**src/logic/tcdb_pkg.sv**
```systemverilog
// shared types and constants for the timer, counter and deadband block
package tcdb_pkg;

	// data path geometry
	localparam int BYTE_W      = 8;
	localparam int CHAIN_BYTES = 2;
	localparam int CNT_W       = BYTE_W * CHAIN_BYTES;
	localparam int IDX_W       = 1;

	// reset and constant values
	localparam logic [CNT_W-1:0]  CNT_ZERO  = 16'h0000;
	localparam logic [BYTE_W-1:0] BYTE_ZERO = 8'h00;
	localparam logic [CNT_W-1:0]  CNT_ONE   = 16'h0001;
	localparam logic [IDX_W-1:0]  LSB_IDX   = 1'h0;

	// function selected for the block
	typedef enum logic [1:0] {
		FN_TIMER,
		FN_COUNTER,
		FN_DEADBAND
	} func_t;

	// data register addressed by a cpu access
	typedef enum logic [1:0] {
		REG_COUNT,
		REG_PERIOD,
		REG_COMPARE
	} reg_sel_t;

	// one cpu access, wr and rd are one-cycle strobes
	typedef struct packed {
		logic              wr;
		logic              rd;
		reg_sel_t          sel;
		logic [IDX_W-1:0]  byte_idx;
		logic [BYTE_W-1:0] wdata;
	} cpu_req_t;

	// function register mode bits
	typedef struct packed {
		func_t func;
		logic  int_on_compare;
		logic  cmp_le;
	} mode_cfg_t;

endpackage

```
**src/logic/sync3_filter.sv**
```systemverilog
// three-stage synchroniser that accepts a change once stages two and three agree
`timescale 1ns/1ps
`default_nettype none

module sync3_filter (
	// clock and reset
	input  wire logic sys_clk,
	input  wire logic srst,
	// asynchronous input and clean level
	input  wire logic async_in,
	output logic      level_out
);

	logic stage1;
	logic stage2;
	logic stage3;

	// stage1 feeds only stage2
	always_ff @(posedge sys_clk) begin
		if (srst) begin
			stage1 <= 1'b0;
			stage2 <= 1'b0;
			stage3 <= 1'b0;
		end else begin
			stage1 <= async_in;
			stage2 <= stage1;
			stage3 <= stage2;
		end
	end

	// a single-cycle glitch never reaches the level
	always_ff @(posedge sys_clk) begin
		if (srst) begin
			level_out <= 1'b0;
		end else if (stage2 == stage3) begin
			level_out <= stage3;
		end
	end

endmodule // sync3_filter

`default_nettype wire

```
**src/logic/timer_counter_deadband_block.sv**
```systemverilog
// programmable digital block: timer with capture, counter with compare, deadband generator
`timescale 1ns/1ps
`default_nettype none

module timer_counter_deadband_block (
	// clock and reset
	input  wire logic                        sys_clk,
	input  wire logic                        srst,
	// cpu access
	input  wire tcdb_pkg::cpu_req_t          cpu_req,
	output logic [tcdb_pkg::BYTE_W-1:0]      cpu_rdata,
	// configuration
	input  wire logic                        block_enable,
	input  wire tcdb_pkg::mode_cfg_t         mode_cfg,
	input  wire logic                        data_in_external,
	// inputs from neighbouring blocks
	input  wire logic                        source_clk,
	input  wire logic                        data_in,
	input  wire logic                        deadband_in,
	// function outputs
	output logic                             primary_out,
	output logic                             aux_out,
	output logic                             primary_phase_out,
	output logic                             complementary_phase_out,
	output logic                             block_irq,
	// status
	output logic [tcdb_pkg::CNT_W-1:0]       count_status
);

	// deadband sequencer states
	typedef enum logic [2:0] {
		DB_IDLE,
		DB_DEAD_RISE,
		DB_PRIMARY,
		DB_DEAD_FALL,
		DB_COMPLEMENT
	} db_state_t;

	// pick one byte out of a chained value
	function automatic logic [tcdb_pkg::BYTE_W-1:0] get_byte(
		input logic [tcdb_pkg::CNT_W-1:0] vec,
		input logic [tcdb_pkg::IDX_W-1:0] idx
	);
		get_byte = vec[idx*tcdb_pkg::BYTE_W +: tcdb_pkg::BYTE_W];
	endfunction

	// replace one byte of a chained value
	function automatic logic [tcdb_pkg::CNT_W-1:0] put_byte(
		input logic [tcdb_pkg::CNT_W-1:0]  vec,
		input logic [tcdb_pkg::IDX_W-1:0]  idx,
		input logic [tcdb_pkg::BYTE_W-1:0] val
	);
		logic [tcdb_pkg::CNT_W-1:0] tmp;
		tmp = vec;
		tmp[idx*tcdb_pkg::BYTE_W +: tcdb_pkg::BYTE_W] = val;
		put_byte = tmp;
	endfunction

	// registers
	logic [tcdb_pkg::CNT_W-1:0] period;
	logic [tcdb_pkg::CNT_W-1:0] compare;
	db_state_t                  db_state;

	// input conditioning
	logic src_lvl;
	logic src_prev;
	logic data_sync;
	logic data_lvl;
	logic data_prev;
	logic db_prev;
	logic en_last;

	// output stage
	logic tc_q;
	logic cmp_q;
	logic phase0;
	logic phase1;
	logic irq_src_prev;

	// combinational helpers
	logic                       src_rise;
	logic                       src_fall;
	logic                       tick;
	logic                       data_rise;
	logic                       db_rise;
	logic                       db_fall;
	logic                       count_zero;
	logic                       run;
	logic                       cmp_true;
	logic                       is_timer;
	logic                       is_counter;
	logic                       is_deadband;
	logic                       wr_period;
	logic                       wr_compare;
	logic                       rd_count;
	logic                       cap_all;
	logic                       irq_src;
	logic                       kill;
	logic [tcdb_pkg::CNT_W-1:0] next_period;
	logic [tcdb_pkg::CNT_W-1:0] reload;

	// source clock arrives from outside the system clock domain
	sync3_filter u_src_sync (
		.sys_clk   (sys_clk),
		.srst      (srst),
		.async_in  (source_clk),
		.level_out (src_lvl)
	);

	// enable, capture or kill on data_in is synchronised before use only when data_in_external is set
	sync3_filter u_data_sync (
		.sys_clk   (sys_clk),
		.srst      (srst),
		.async_in  (data_in),
		.level_out (data_sync)
	);

	assign data_lvl = data_in_external ? data_sync : data_in;

	always_ff @(posedge sys_clk) begin
		if (srst) begin
			src_prev  <= 1'b0;
			data_prev <= 1'b0;
			db_prev   <= 1'b0;
		end else begin
			src_prev  <= src_lvl;
			data_prev <= data_lvl;
			db_prev   <= deadband_in;
		end
	end

	// decode
	assign is_timer    = (mode_cfg.func == tcdb_pkg::FN_TIMER);
	assign is_counter  = (mode_cfg.func == tcdb_pkg::FN_COUNTER);
	assign is_deadband = (mode_cfg.func == tcdb_pkg::FN_DEADBAND);
	assign wr_period   = cpu_req.wr && (cpu_req.sel == tcdb_pkg::REG_PERIOD);
	assign wr_compare  = cpu_req.wr && (cpu_req.sel == tcdb_pkg::REG_COMPARE);
	assign rd_count    = cpu_req.rd && (cpu_req.sel == tcdb_pkg::REG_COUNT);
	assign next_period = put_byte(period, cpu_req.byte_idx, cpu_req.wdata);

	// block clock is gated off while disabled
	assign src_rise  = src_lvl && !src_prev;
	assign src_fall  = !src_lvl && src_prev;
	assign tick      = block_enable && src_rise;
	assign data_rise = data_lvl && !data_prev;
	assign db_rise   = deadband_in && !db_prev;
	assign db_fall   = !deadband_in && db_prev;
	assign kill      = is_deadband && data_lvl;

	// whole-chain zero test: tc only when every byte is zero
	assign count_zero = (count_status == tcdb_pkg::CNT_ZERO);

	// one extra count when enable drops in the terminal count period
	assign run = data_lvl || (count_zero && en_last);

	assign cmp_true = mode_cfg.cmp_le ? (count_status <= compare)
		: (count_status < compare);

	// deadband reloads only the low byte, upper bytes stay clear
	assign reload = is_deadband
		? {{(tcdb_pkg::CNT_W-tcdb_pkg::BYTE_W){1'b0}}, period[tcdb_pkg::BYTE_W-1:0]}
		: period;

	// period register
	always_ff @(posedge sys_clk) begin
		if (srst) begin
			period <= tcdb_pkg::CNT_ZERO;
		end else if (wr_period) begin
			period <= next_period;
		end
	end

	// enable seen at the last block clock edge
	always_ff @(posedge sys_clk) begin
		if (srst) begin
			en_last <= 1'b0;
		end else if (tick) begin
			en_last <= data_lvl;
		end
	end

	// down counter
	always_ff @(posedge sys_clk) begin
		if (srst) begin
			count_status <= tcdb_pkg::CNT_ZERO;
		end else if (!block_enable) begin
			// count is kept while disabled, only a period write moves it
			if (wr_period) begin
				count_status <= next_period;
			end
		end else if (is_deadband) begin
			if (db_rise || db_fall) begin
				count_status <= reload;
			end else if (tick && !count_zero &&
				(db_state == DB_DEAD_RISE || db_state == DB_DEAD_FALL)) begin
				count_status <= count_status - tcdb_pkg::CNT_ONE;
			end
		end else if (tick && (is_timer || run)) begin
			// full-width decrement borrows into the upper byte whenever the low byte alone is zero
			if (count_zero) begin
				count_status <= reload;
			end else begin
				count_status <= count_status - tcdb_pkg::CNT_ONE;
			end
		end
	end

	// capture of all bytes on a hardware edge or a low-byte read while running
	assign cap_all = block_enable && !is_deadband && ((is_timer && data_rise) ||
		(rd_count && cpu_req.byte_idx == tcdb_pkg::LSB_IDX));

	// compare/capture register, one byte lane each
	for (genvar g = 0; g < tcdb_pkg::CHAIN_BYTES; g++) begin : g_cmp_lane
		logic rd_this;
		logic wr_this;
		assign rd_this = rd_count && !is_deadband &&
			(cpu_req.byte_idx == tcdb_pkg::IDX_W'(g));
		assign wr_this = wr_compare && (cpu_req.byte_idx == tcdb_pkg::IDX_W'(g));
		// capture beats a cpu write landing in the same cycle
		always_ff @(posedge sys_clk) begin
			if (srst) begin
				compare[g*tcdb_pkg::BYTE_W +: tcdb_pkg::BYTE_W] <= tcdb_pkg::BYTE_ZERO;
			end else if (cap_all || rd_this) begin
				compare[g*tcdb_pkg::BYTE_W +: tcdb_pkg::BYTE_W] <=
					count_status[g*tcdb_pkg::BYTE_W +: tcdb_pkg::BYTE_W];
			end else if (wr_this) begin
				compare[g*tcdb_pkg::BYTE_W +: tcdb_pkg::BYTE_W] <= cpu_req.wdata;
			end
		end
	end

	// read data; a count read always answers zero
	always_ff @(posedge sys_clk) begin
		if (srst) begin
			cpu_rdata <= tcdb_pkg::BYTE_ZERO;
		end else if (cpu_req.rd) begin
			unique case (cpu_req.sel)
				tcdb_pkg::REG_COUNT: begin
					cpu_rdata <= tcdb_pkg::BYTE_ZERO;
				end
				tcdb_pkg::REG_PERIOD: begin
					cpu_rdata <= get_byte(period, cpu_req.byte_idx);
				end
				tcdb_pkg::REG_COMPARE: begin
					cpu_rdata <= get_byte(compare, cpu_req.byte_idx);
				end
				default: begin
					cpu_rdata <= tcdb_pkg::BYTE_ZERO;
				end
			endcase
		end
	end

	// terminal count follows the count register
	always_ff @(posedge sys_clk) begin
		if (srst) begin
			tc_q <= 1'b0;
		end else begin
			tc_q <= block_enable && !is_deadband && count_zero;
		end
	end

	// compare output; the counter updates it only on source falling edges
	always_ff @(posedge sys_clk) begin
		if (srst) begin
			cmp_q <= 1'b0;
		end else if (!block_enable || is_deadband) begin
			cmp_q <= 1'b0;
		end else if (is_timer || src_fall) begin
			cmp_q <= cmp_true;
		end
	end

	// deadband sequencer
	always_ff @(posedge sys_clk) begin
		if (srst) begin
			db_state <= DB_IDLE;
			phase0   <= 1'b0;
			phase1   <= 1'b0;
		end else if (!block_enable || !is_deadband) begin
			db_state <= DB_IDLE;
			phase0   <= 1'b0;
			phase1   <= 1'b0;
		end else if (db_rise) begin
			db_state <= DB_DEAD_RISE;
			phase1   <= 1'b0;
		end else if (db_fall) begin
			db_state <= DB_DEAD_FALL;
			phase0   <= 1'b0;
		end else begin
			unique case (db_state)
				DB_DEAD_RISE: begin
					if (tick && count_zero) begin
						db_state <= DB_PRIMARY;
						phase0   <= 1'b1;
					end
				end
				DB_DEAD_FALL: begin
					if (tick && count_zero) begin
						db_state <= DB_COMPLEMENT;
						phase1   <= 1'b1;
					end
				end
				DB_IDLE, DB_PRIMARY, DB_COMPLEMENT: begin
					db_state <= db_state;
				end
				default: begin
					db_state <= DB_IDLE;
				end
			endcase
		end
	end

	// kill gates the phases but leaves the sequencer running
	always_ff @(posedge sys_clk) begin
		if (srst) begin
			primary_phase_out       <= 1'b0;
			complementary_phase_out <= 1'b0;
		end else begin
			primary_phase_out       <= block_enable && phase0 && !kill;
			complementary_phase_out <= block_enable && phase1 && !kill;
		end
	end

	// routed outputs; deadband hands only its primary phase to the next block
	always_ff @(posedge sys_clk) begin
		if (srst) begin
			primary_out <= 1'b0;
			aux_out     <= 1'b0;
		end else if (!block_enable) begin
			primary_out <= 1'b0;
			aux_out     <= 1'b0;
		end else begin
			unique case (mode_cfg.func)
				tcdb_pkg::FN_TIMER: begin
					primary_out <= tc_q;
					aux_out     <= cmp_q;
				end
				tcdb_pkg::FN_COUNTER: begin
					primary_out <= cmp_q;
					aux_out     <= tc_q;
				end
				tcdb_pkg::FN_DEADBAND: begin
					primary_out <= phase0 && !kill;
					aux_out     <= 1'b0;
				end
				default: begin
					primary_out <= 1'b0;
					aux_out     <= 1'b0;
				end
			endcase
		end
	end

	// interrupt source: selected level whose rising edge pulses the irq
	assign irq_src = is_deadband ? phase0
		: (mode_cfg.int_on_compare ? cmp_q : tc_q);

	// block_enable gates the irq pulse directly, not only through the count
	always_ff @(posedge sys_clk) begin
		if (srst) begin
			irq_src_prev <= 1'b0;
			block_irq    <= 1'b0;
		end else begin
			irq_src_prev <= irq_src;
			block_irq    <= block_enable && irq_src && !irq_src_prev;
		end
	end

endmodule // timer_counter_deadband_block

`default_nettype wire

```
**config.mk**
```make
export PLATFORM = sky130hd
export DESIGN_NAME = timer_counter_deadband_block
export DESIGN_NICKNAME = d
export VERILOG_FILES = /design/src/logic/tcdb_pkg.sv /design/src/logic/sync3_filter.sv /design/src/logic/timer_counter_deadband_block.sv
export SDC_FILE = /design/constraint.sdc
export NUM_CORES = 1
export LEC_CHECK = 0
export ABC_CLOCK_PERIOD_IN_PS = 2400
export BUFFER_PORTS_ARGS = -buffer_cell sky130_fd_sc_hd__clkbuf_2
export CORE_AREA = 2 2 100 102
export DETAILED_ROUTE_END_ITERATION = 8
export DIE_AREA = 0 0 102 104
export PLACE_DENSITY = 0.74
export RECOVER_POWER = 50
export SETUP_SLACK_MARGIN = 0.3
export SLEW_MARGIN = 30
export SYNTH_ARGS = -nofsm -noshare
export SYNTH_HDL_FRONTEND = slang
export SYNTH_SLANG_ARGS = --single-unit
```
**constraint.sdc**
```tcl
create_clock -name sys_clk -period 2.4 [get_ports sys_clk]
set_input_delay 0.12 -clock sys_clk [delete_from_list [all_inputs] [get_ports sys_clk]]
set_output_delay 0.12 -clock sys_clk [all_outputs]
set_load 0.02 [all_outputs]
```
# == After elaboration in Yosys (flattened, before gate mapping) ==
# Index checks and enable logic that the tools add are counted.
# totals
regBits,81
input_bits,24
out_inout_bits,29
wordCells,164
# op_classes
addsub,2
n_lt_le_gt_ge,2
eq_ne,20
n_shift,4
mux,28
n_bitwise,5
reduce_logical,73
# op_table
cell,n
two-way mux 16 bit,8
negation 4 -> 34 bit,1
"variable shift 8 x 34 -> 16 bit, first input constant",1
variable part select 8 x 34 -> 16 bit,1
logical AND 1 bit,32
two-way mux 8 bit,4
variable part select 16 x 5 -> 8 bit,2
AND reduction 3 bit,6
bitwise mux 16 bit,1
<= comparator 16 bit,1
logical NOT 16 bit,1
< comparator 16 bit,1
case mux 8 bit (2 select lines),1
"subtractor 16 x 1 -> 16 bit, second input constant",1
logical NOT 1 bit,10
logical OR 1 bit,10
nonzero test 2 bit,5
case mux 3 bit (3 select lines),1
two-way mux 1 bit,8
"inequality test 4 x 3 -> 1 bit, second input constant",2
"equality test 3 x 2 -> 1 bit, second input constant",2
two-way mux 3 bit,2
"inequality test 3 x 2 -> 1 bit, second input constant",2
OR reduction 2 bit,3
other kinds (18),28

# == Logic depth before layout (Yosys ltp) ==
# Gate-level depths: netlist (run 1).
# logic_depth
word_depth,9
depth_mapped,9

# == Hierarchy ==
# A second synthesis (run 1) with hierarchy kept.
# hier_totals
hier_cells,551
hier_area_um2,4752.1
# by_module_without_submodules
mod,n_inst,cells_each,area_per_inst_um2
timer_counter_deadband_block,1,531,4526.8
sync3_filter,2,10,112.6

# == Least setup slack after synthesis (run 1) ==
# OpenSTA, ideal clock, no wires.
# synth_timing
kind,register -> register
start,reg count_status[0] (netlist bit)
end,reg count_status[12] (netlist bit)
setup_ps,125
t_arrival_ps,2017
setup_slack_ps,259
stages_incl_launch_ff,9
period_less_slack_ps,2141
cell_sequence,dfxtp_1 > inv_1 > ha_1 > or3b_1 > nor2_1 > nand2_1 > or3_2 > a21oi_1 > o32ai_1
# synth_between
elab_chain_cells,7
word_cells_on_any_way,18
classes_between,add/sub: 1; eq/ne: 2; mux: 6; reduce/logical: 9
# synth_lines
item,line,text
from (decl),timer_counter_deadband_block.sv:27,output logic [tcdb_pkg::CNT_W-1:0] count_status
from (signal assigned),timer_counter_deadband_block.sv:185,count_status <= tcdb_pkg::CNT_ZERO;
from (signal assigned),timer_counter_deadband_block.sv:189,count_status <= next_period;
from (signal assigned),timer_counter_deadband_block.sv:193,count_status <= reload;
"parallel branches: the longest is 7 deep, another holds subtractor 16 x 1 -> 16 bit",-,
# Several ways; the timed one is not identified. The select of a mux whose other input is x is not followed.
# A chain may end at the register's enable or synchronous reset.

# == Final worst setup path (run 1) ==
# layout_timing
start,reg count_status[2] (netlist bit)
end,reg count_status[8] (netlist bit)
# The elaborated chain is that of the path after synthesis.

==> results.json, run 1 <==
{
  "status": "finished clean",
  "drv_cap": 0,
  "clkLatencyLatePin_ns": 0.36,
  "n_fill_cell": 894,
  "finalSetupViolCount": 0,
  "grt.overflow.total": 0,
  "die_w_um": 102,
  "synth.cell_area_mm2": 0.00465,
  "grt_pass1_vias": 4263,
  "routabilityCongestion": 0.969,
  "drc": 0,
  "grt_max_degree": 68,
  "top_usage_layer": "met2",
  "cts_sinks": 81,
  "arrival_ns": 2.42,
  "clock-root-buffer": "clkbuf_8",
  "io_pins": 53,
  "yosys.cell_types.count": 68,
  "synth_area_leaders": "dfxtp_1 (35%), mux2i_1 (6.5%), ha_1 (6.2%)",
  "grt_antenna_before_repair": 0,
  "cts_inserted_buffers": 9,
  "diodes": 0,
  "utilization": 0.569,
  "syn_nets": 578,
  "whs_ns": 0.0320,
  "rsz0062_at_grt": "yes",
  "fin_setup_tns_ns": 0,
  "fin_crit_ns": 2.15,
  "tightest_slew_ns": 1.43,
  "post-route-period-util": 0.896,
  "synth-edff-count": 0,
  "synth_flop_cell": "dfxtp_1",
  "vias": 4446,
  "finalHoldViolCount": 0,
  "area_growth_pct": 16.6,
  "ys_async_sr_fraction": 0,
  "fin_ws_ns": 0.250,
  "yosys_register_bits": 81,
  "die-area_mm2": 0.0106,
  "drt_first_iter_violations": 416,
  "htreeDepth": 3,
  "critical_path_class": "flop to flop",
  "synth_top_cell_area_share": 0.348,
  "yosysTopAreaCell": "dfxtp_1",
  "ys.warnings.count": 0,
  "grt_pass1_wl_mm": 21.6,
  "cp-start-kind": "flop",
  "wire_per_inst_um": 18.7,
  "start_util": 0.487,
  "clock_path_buffers": 2,
  "synth.most_common_cell": "dfxtp_1",
  "clk_pin_slew_worst_paths_ns": 0.08,
  "hold_class": "primary input to flop",
  "portBuffers": 52,
  "use_met1": 0.330,
  "slew_headroom": 0.0439,
  "synth_common_cells": "dfxtp_1 (81), nor2_1 (65), a21oi_1 (42)",
  "first_pass_iters": 6,
  "cts_tree": "built",
  "core_mm2": 0.00955,
  "final_nets": 639,
  "drive_gt1_frac": 0.201,
  "critPathMaxFanout": 11,
  "fp.dieH_um": 104,
  "end_kind": "flop",
  "ir_worst_vdd_mv": 0.392,
  "yosysSeqAreaShare": 0.348,
  "postSynthAreaPerCell_um2": 8.77,
  "fmax_ghz": 0.465,
  "row_count": 36,
  "wirelength_mm": 13.7,
  "grt_use_total": 0.257,
  "p_leak_uw": 0.00223,
  "drtAntennaViolNets": 0,
  "slew_viol_final": 0,
  "required_ns": 2.67,
  "grt_use_met3": 0.0437,
  "dp_hpwl_mm": 9.63,
  "power_density_mw_per_mm2": 665,
  "synthCells": 531,
  "pre_cts_ws_ns": 0.226,
  "viasPerCell": 6.10,
  "use_met2": 0.421,
  "skew_ns": 0.0101
}
## metrics by stage
stage          instances  power [uW]  area [um2]
4_1_cts              722        3530        5330
2_1_floorplan        531        2080        4650
3_5_place_dp         704        2300        5040
5_1_grt              729        3770        5430
3_3_place_gp         704        2280        5040
6_report             729        3610        5430
## cell type report
type                    count  area, um2  area share
clock buffers              10        138      0.0254
clock inverters             5        104      0.0191
inverters                  29        109      0.0201
multi-input cells         390       2840       0.524
flip-flops and latches     81       1620       0.299
well taps                 133        166      0.0307
repair buffers             81        447      0.0823
## sequential cells by signal (all words and copies together) (netlist names), 3 cells and up
name          count
compare          16
count_status     16
period           16
cpu_rdata         8
db_state          3
## critical path: stages, from the launching register on
cell and delay (ns):
dfxtp_1 0.57, nor4_2 0.12, and3_4 0.24, a31o_4 0.30, or4_1 0.47, a31o_1 0.24, a21oi_2 0.12
## worst paths after layout
path | startpoint | end | slack [ns] | depth (start not counted)
setup reg to reg | count_status[2] | count_status[8] | 0.25 | 6
hold reg to reg | irq_src_prev | block_irq | 0.40 | 1
hold / removal | deadband_in | db_prev | 0.03 | 3
setup / recovery | count_status[2] | count_status[8] | 0.25 | 6
## what timing repair did
item | 4_1_cts | 5_1_grt
buffers inserted | 1 | 6
gates resized for setup | 8 | 17
pin swaps | 0 | 3
endpoints found under the setup margin | 6 | 16
hold endpoints to repair | 2 | 0
hold buffers | 2 | 0
cloned | 0 | 1
## metal layers
metal / share of wire / vias to the layer above
met3: 0.066 / 49
met5: 0 / -
met4: 0.043 / 0
met1: 0.41 / 2137
li1: - / 2046
met2: 0.48 / 214
## cells by family (layout without fill, tap and decap cells)
| logic type | count (synthesis) | after routing | share of synthesized area |
|---|---|---|---|
| and+or+nand+nor | 193 | 194 | 0.215 |
| xor gates and xnor gates | 3 | 3 | 0.00565 |
| buffers and inverters | 61 | 125 | 0.0645 |
| muxes | 40 | 40 | 0.108 |
| adders and majority gates | 23 | 23 | 0.0618 |
| DFF | 81 | 81 | 0.348 |
| AOI/OAI and AO/OA | 130 | 130 | 0.196 |
## power by group
group | internal [uW] | leakage, uW | total, uW | switching [uW]
Sequential | 1390 | 0.000658 | 1450 | 55.9
Combinational | 384 | 0.00145 | 931 | 547
Clock | 714 | 0.000122 | 1230 | 513
## placed cells by master (no fill, tap or decap), drive strengths merged, types with 3 or more instances in the layout
| cell type | count |
|---|---|
| nor3 | 11 |
| a31oi | 4 |
| clkbuf | 65 |
| nand2b | 6 |
| nor2b | 21 |
| inv | 29 |
| and3 | 5 |
| o32ai | 6 |
| nand4 | 6 |
| a211oi | 27 |
| a31o | 4 |
| ha | 23 |
| nand2 | 33 |
| mux2i | 30 |
| o22ai | 3 |
| buf | 24 |
| dfxtp | 81 |
| nor4 | 7 |
| a21o | 3 |
| and2 | 7 |
| nand3 | 16 |
| xnor2 | 3 |
| or3 | 5 |
| nor2 | 67 |
| mux4 | 8 |
| a21oi | 42 |
| bufinv | 3 |
| o21ai | 18 |
| a22o | 4 |
| a222oi | 3 |
| a221oi | 4 |
No activity file was read; power rests on OpenSTA's default activity.
==> run 2, diff against run 1 <==
- PLACE_DENSITY: 0.74 -> 0.67
==> run 2 against run 1 <==
Compared with the run above:
- the run now ends with hold timing left
- critical path depth up 1
- global-route usage up 0.11 points
- clock-buffer cell count rose by 1
- largest cell class unchanged
- combinational power shrank 2%
- setup slack improved by 0.066 ns
- via count shrank 3.0%
- clock power decreased by 11%
- wire length about the same
- critical endpoint is now count_status[12]
- clock skew rose by 0.0012 ns
- final cell count is 0.69% higher
==> results.json, run 2 (same netlist as run 1, synthesis figures left out) <==
{
  "fp.dieH_um": 104,
  "wire_per_inst_um": 18.6,
  "whs_ns": -0.00240,
  "start_util": 0.487,
  "clock_path_buffers": 2,
  "routabilityCongestion": 0.898,
  "slew_headroom": 0.0392,
  "dp_hpwl_mm": 9.71,
  "hold_class": "primary input to flop",
  "cts_inserted_buffers": 9,
  "placed_cell_area_mm2": 0.00509,
  "power_density_mw_per_mm2": 639,
  "end_kind": "flop",
  "final_nets": 643,
  "grt_pass1_vias": 4068,
  "die-area_mm2": 0.0106,
  "vias": 4314,
  "drv_cap": 0,
  "finalHoldViolCount": 1,
  "slew_viol_final": 0,
  "viasPerCell": 5.88,
  "arrival_ns": 2.28,
  "grt_pass1_wl_mm": 21.4,
  "diodes": 0,
  "rsz0062_at_grt": "yes",
  "fin_setup_tns_ns": 0,
  "critical_path_class": "flop to flop",
  "drive_gt1_frac": 0.200,
  "io_pins": 53,
  "final_common_cell": "dfxtp_1",
  "htreeDepth": 3,
  "grt_use_total": 0.258,
  "clock-root-buffer": "clkbuf_8",
  "violations": "hold timing",
  "drtAntennaViolNets": 0,
  "drc": 0,
  "cts_tree": "built",
  "drt_first_iter_violations": 347,
  "ir_worst_vdd_mv": 0.331,
  "fin_crit_ns": 2.08,
  "clk_pin_slew_worst_paths_ns": 0.09,
  "grt_max_degree": 68,
  "portBuffers": 52,
  "dp_cells": 711,
  "die_w_um": 102,
  "row_count": 36,
  "cp-start-kind": "flop",
  "p_leak_uw": 0.00223,
  "clkLatencyLatePin_ns": 0.37,
  "critPathMaxFanout": 12,
  "required_ns": 2.59,
  "finalNonFillerCells": 734,
  "grt_antenna_before_repair": 0,
  "cts_sinks": 81,
  "skew_ns": 0.0114,
  "post-route-period-util": 0.868,
  "stdcell_area_mm2": 0.00539,
  "status": "finished, violations left",
  "area_growth_pct": 15.9,
  "grt.overflow.total": 0,
  "finalSetupViolCount": 0,
  "wirelength_mm": 13.7,
  "final_cell_mix": "dfxtp_1 (80), nor2_1 (64), a21oi_1 (42)",
  "finalPower_uw": 3450,
  "first_pass_iters": 5,
  "reg_top3": "compare x16, count_status x16, period x16",
  "tightest_slew_ns": 1.44,
  "fmax_ghz": 0.480,
  "core_mm2": 0.00955
}
-- run 2: cell types whose count changed in the layout (fill, tap and decap cells not counted), moves of 2 or more --
| cell | delta |
|---|---|
| clkinvlp_4 | +3 |
| buf_4 | +6 |
| o21ai_1 | +2 |
| nor3_2 | +2 |
| inv_6 | +2 |
| bufinv_16 | -2 |
| clkbuf_2 | -2 |
| o21ai_2 | -2 |
-- run 2: per-layer routing --
layer | global-route usage | vias up | share of wire
met1 | 0.343 | 2075 | 0.43
met3 | 0.0477 | 32 | 0.068
met2 | 0.409 | 160 | 0.47
li1 | - | 2047 | -
met4 | 0.103 | 0 | 0.033
met5 | 0 | - | 0
-- run 2: report_power, final --
group	switching, uW	internal (uW)	total (uW)
Sequential	48.0	1390	1440
Clock	548	541	1090
Combinational	540	376	916
Total	1140	2310	3450
-- run 2: metrics by stage --
step / setup WS (ns) / util
after floorplan: 0.304 / -
after global placement: 0.230 / 0.533
after detailed placement: 0.155 / 0.533
after CTS: 0.305 / 0.560
after global routing: 0.205 / 0.565
final: 0.316 / 0.565
-- run 2: repair_timing --
action,in CTS,in global routing
setup buffers,1,4
pin swaps,0,4
endpoints found under the setup margin,2,16
gates resized for setup,8,11
gates cloned,0,1
hold endpoints to repair,1,0
hold buffers,1,0
-- run 2: critical path, cell delays in order, from the launching register on --
cell and delay (ns):
dfxtp_1 0.35, ha_2 0.32, inv_1 0.14, nor2_1 0.08, a31oi_2 0.35, nand3_2 0.33
a21oi_1 0.23, o32ai_1 0.11
-- run 2: final cells by class --
cell class | count | area, um2
clock buffers | 11 | 151
clock inverters | 5 | 61.3
fillers | 911 | 4160
inverters | 29 | 114
multi-input cells | 390 | 2800
flip-flops and latches | 81 | 1630
well taps | 133 | 166
repair buffers | 85 | 475
-- run 2: final timing paths --
check | end | slack, ns | depth (start not counted) | startpoint
worst max-delay path | count_status[12] | 0.32 | 7 | db_prev
worst min-delay path | u_data_sync.stage1 | -0.002 | 2 | data_in
worst max register to register | count_status[12] | 0.32 | 7 | db_prev
worst min register to register | block_irq | 0.40 | 1 | irq_src_prev
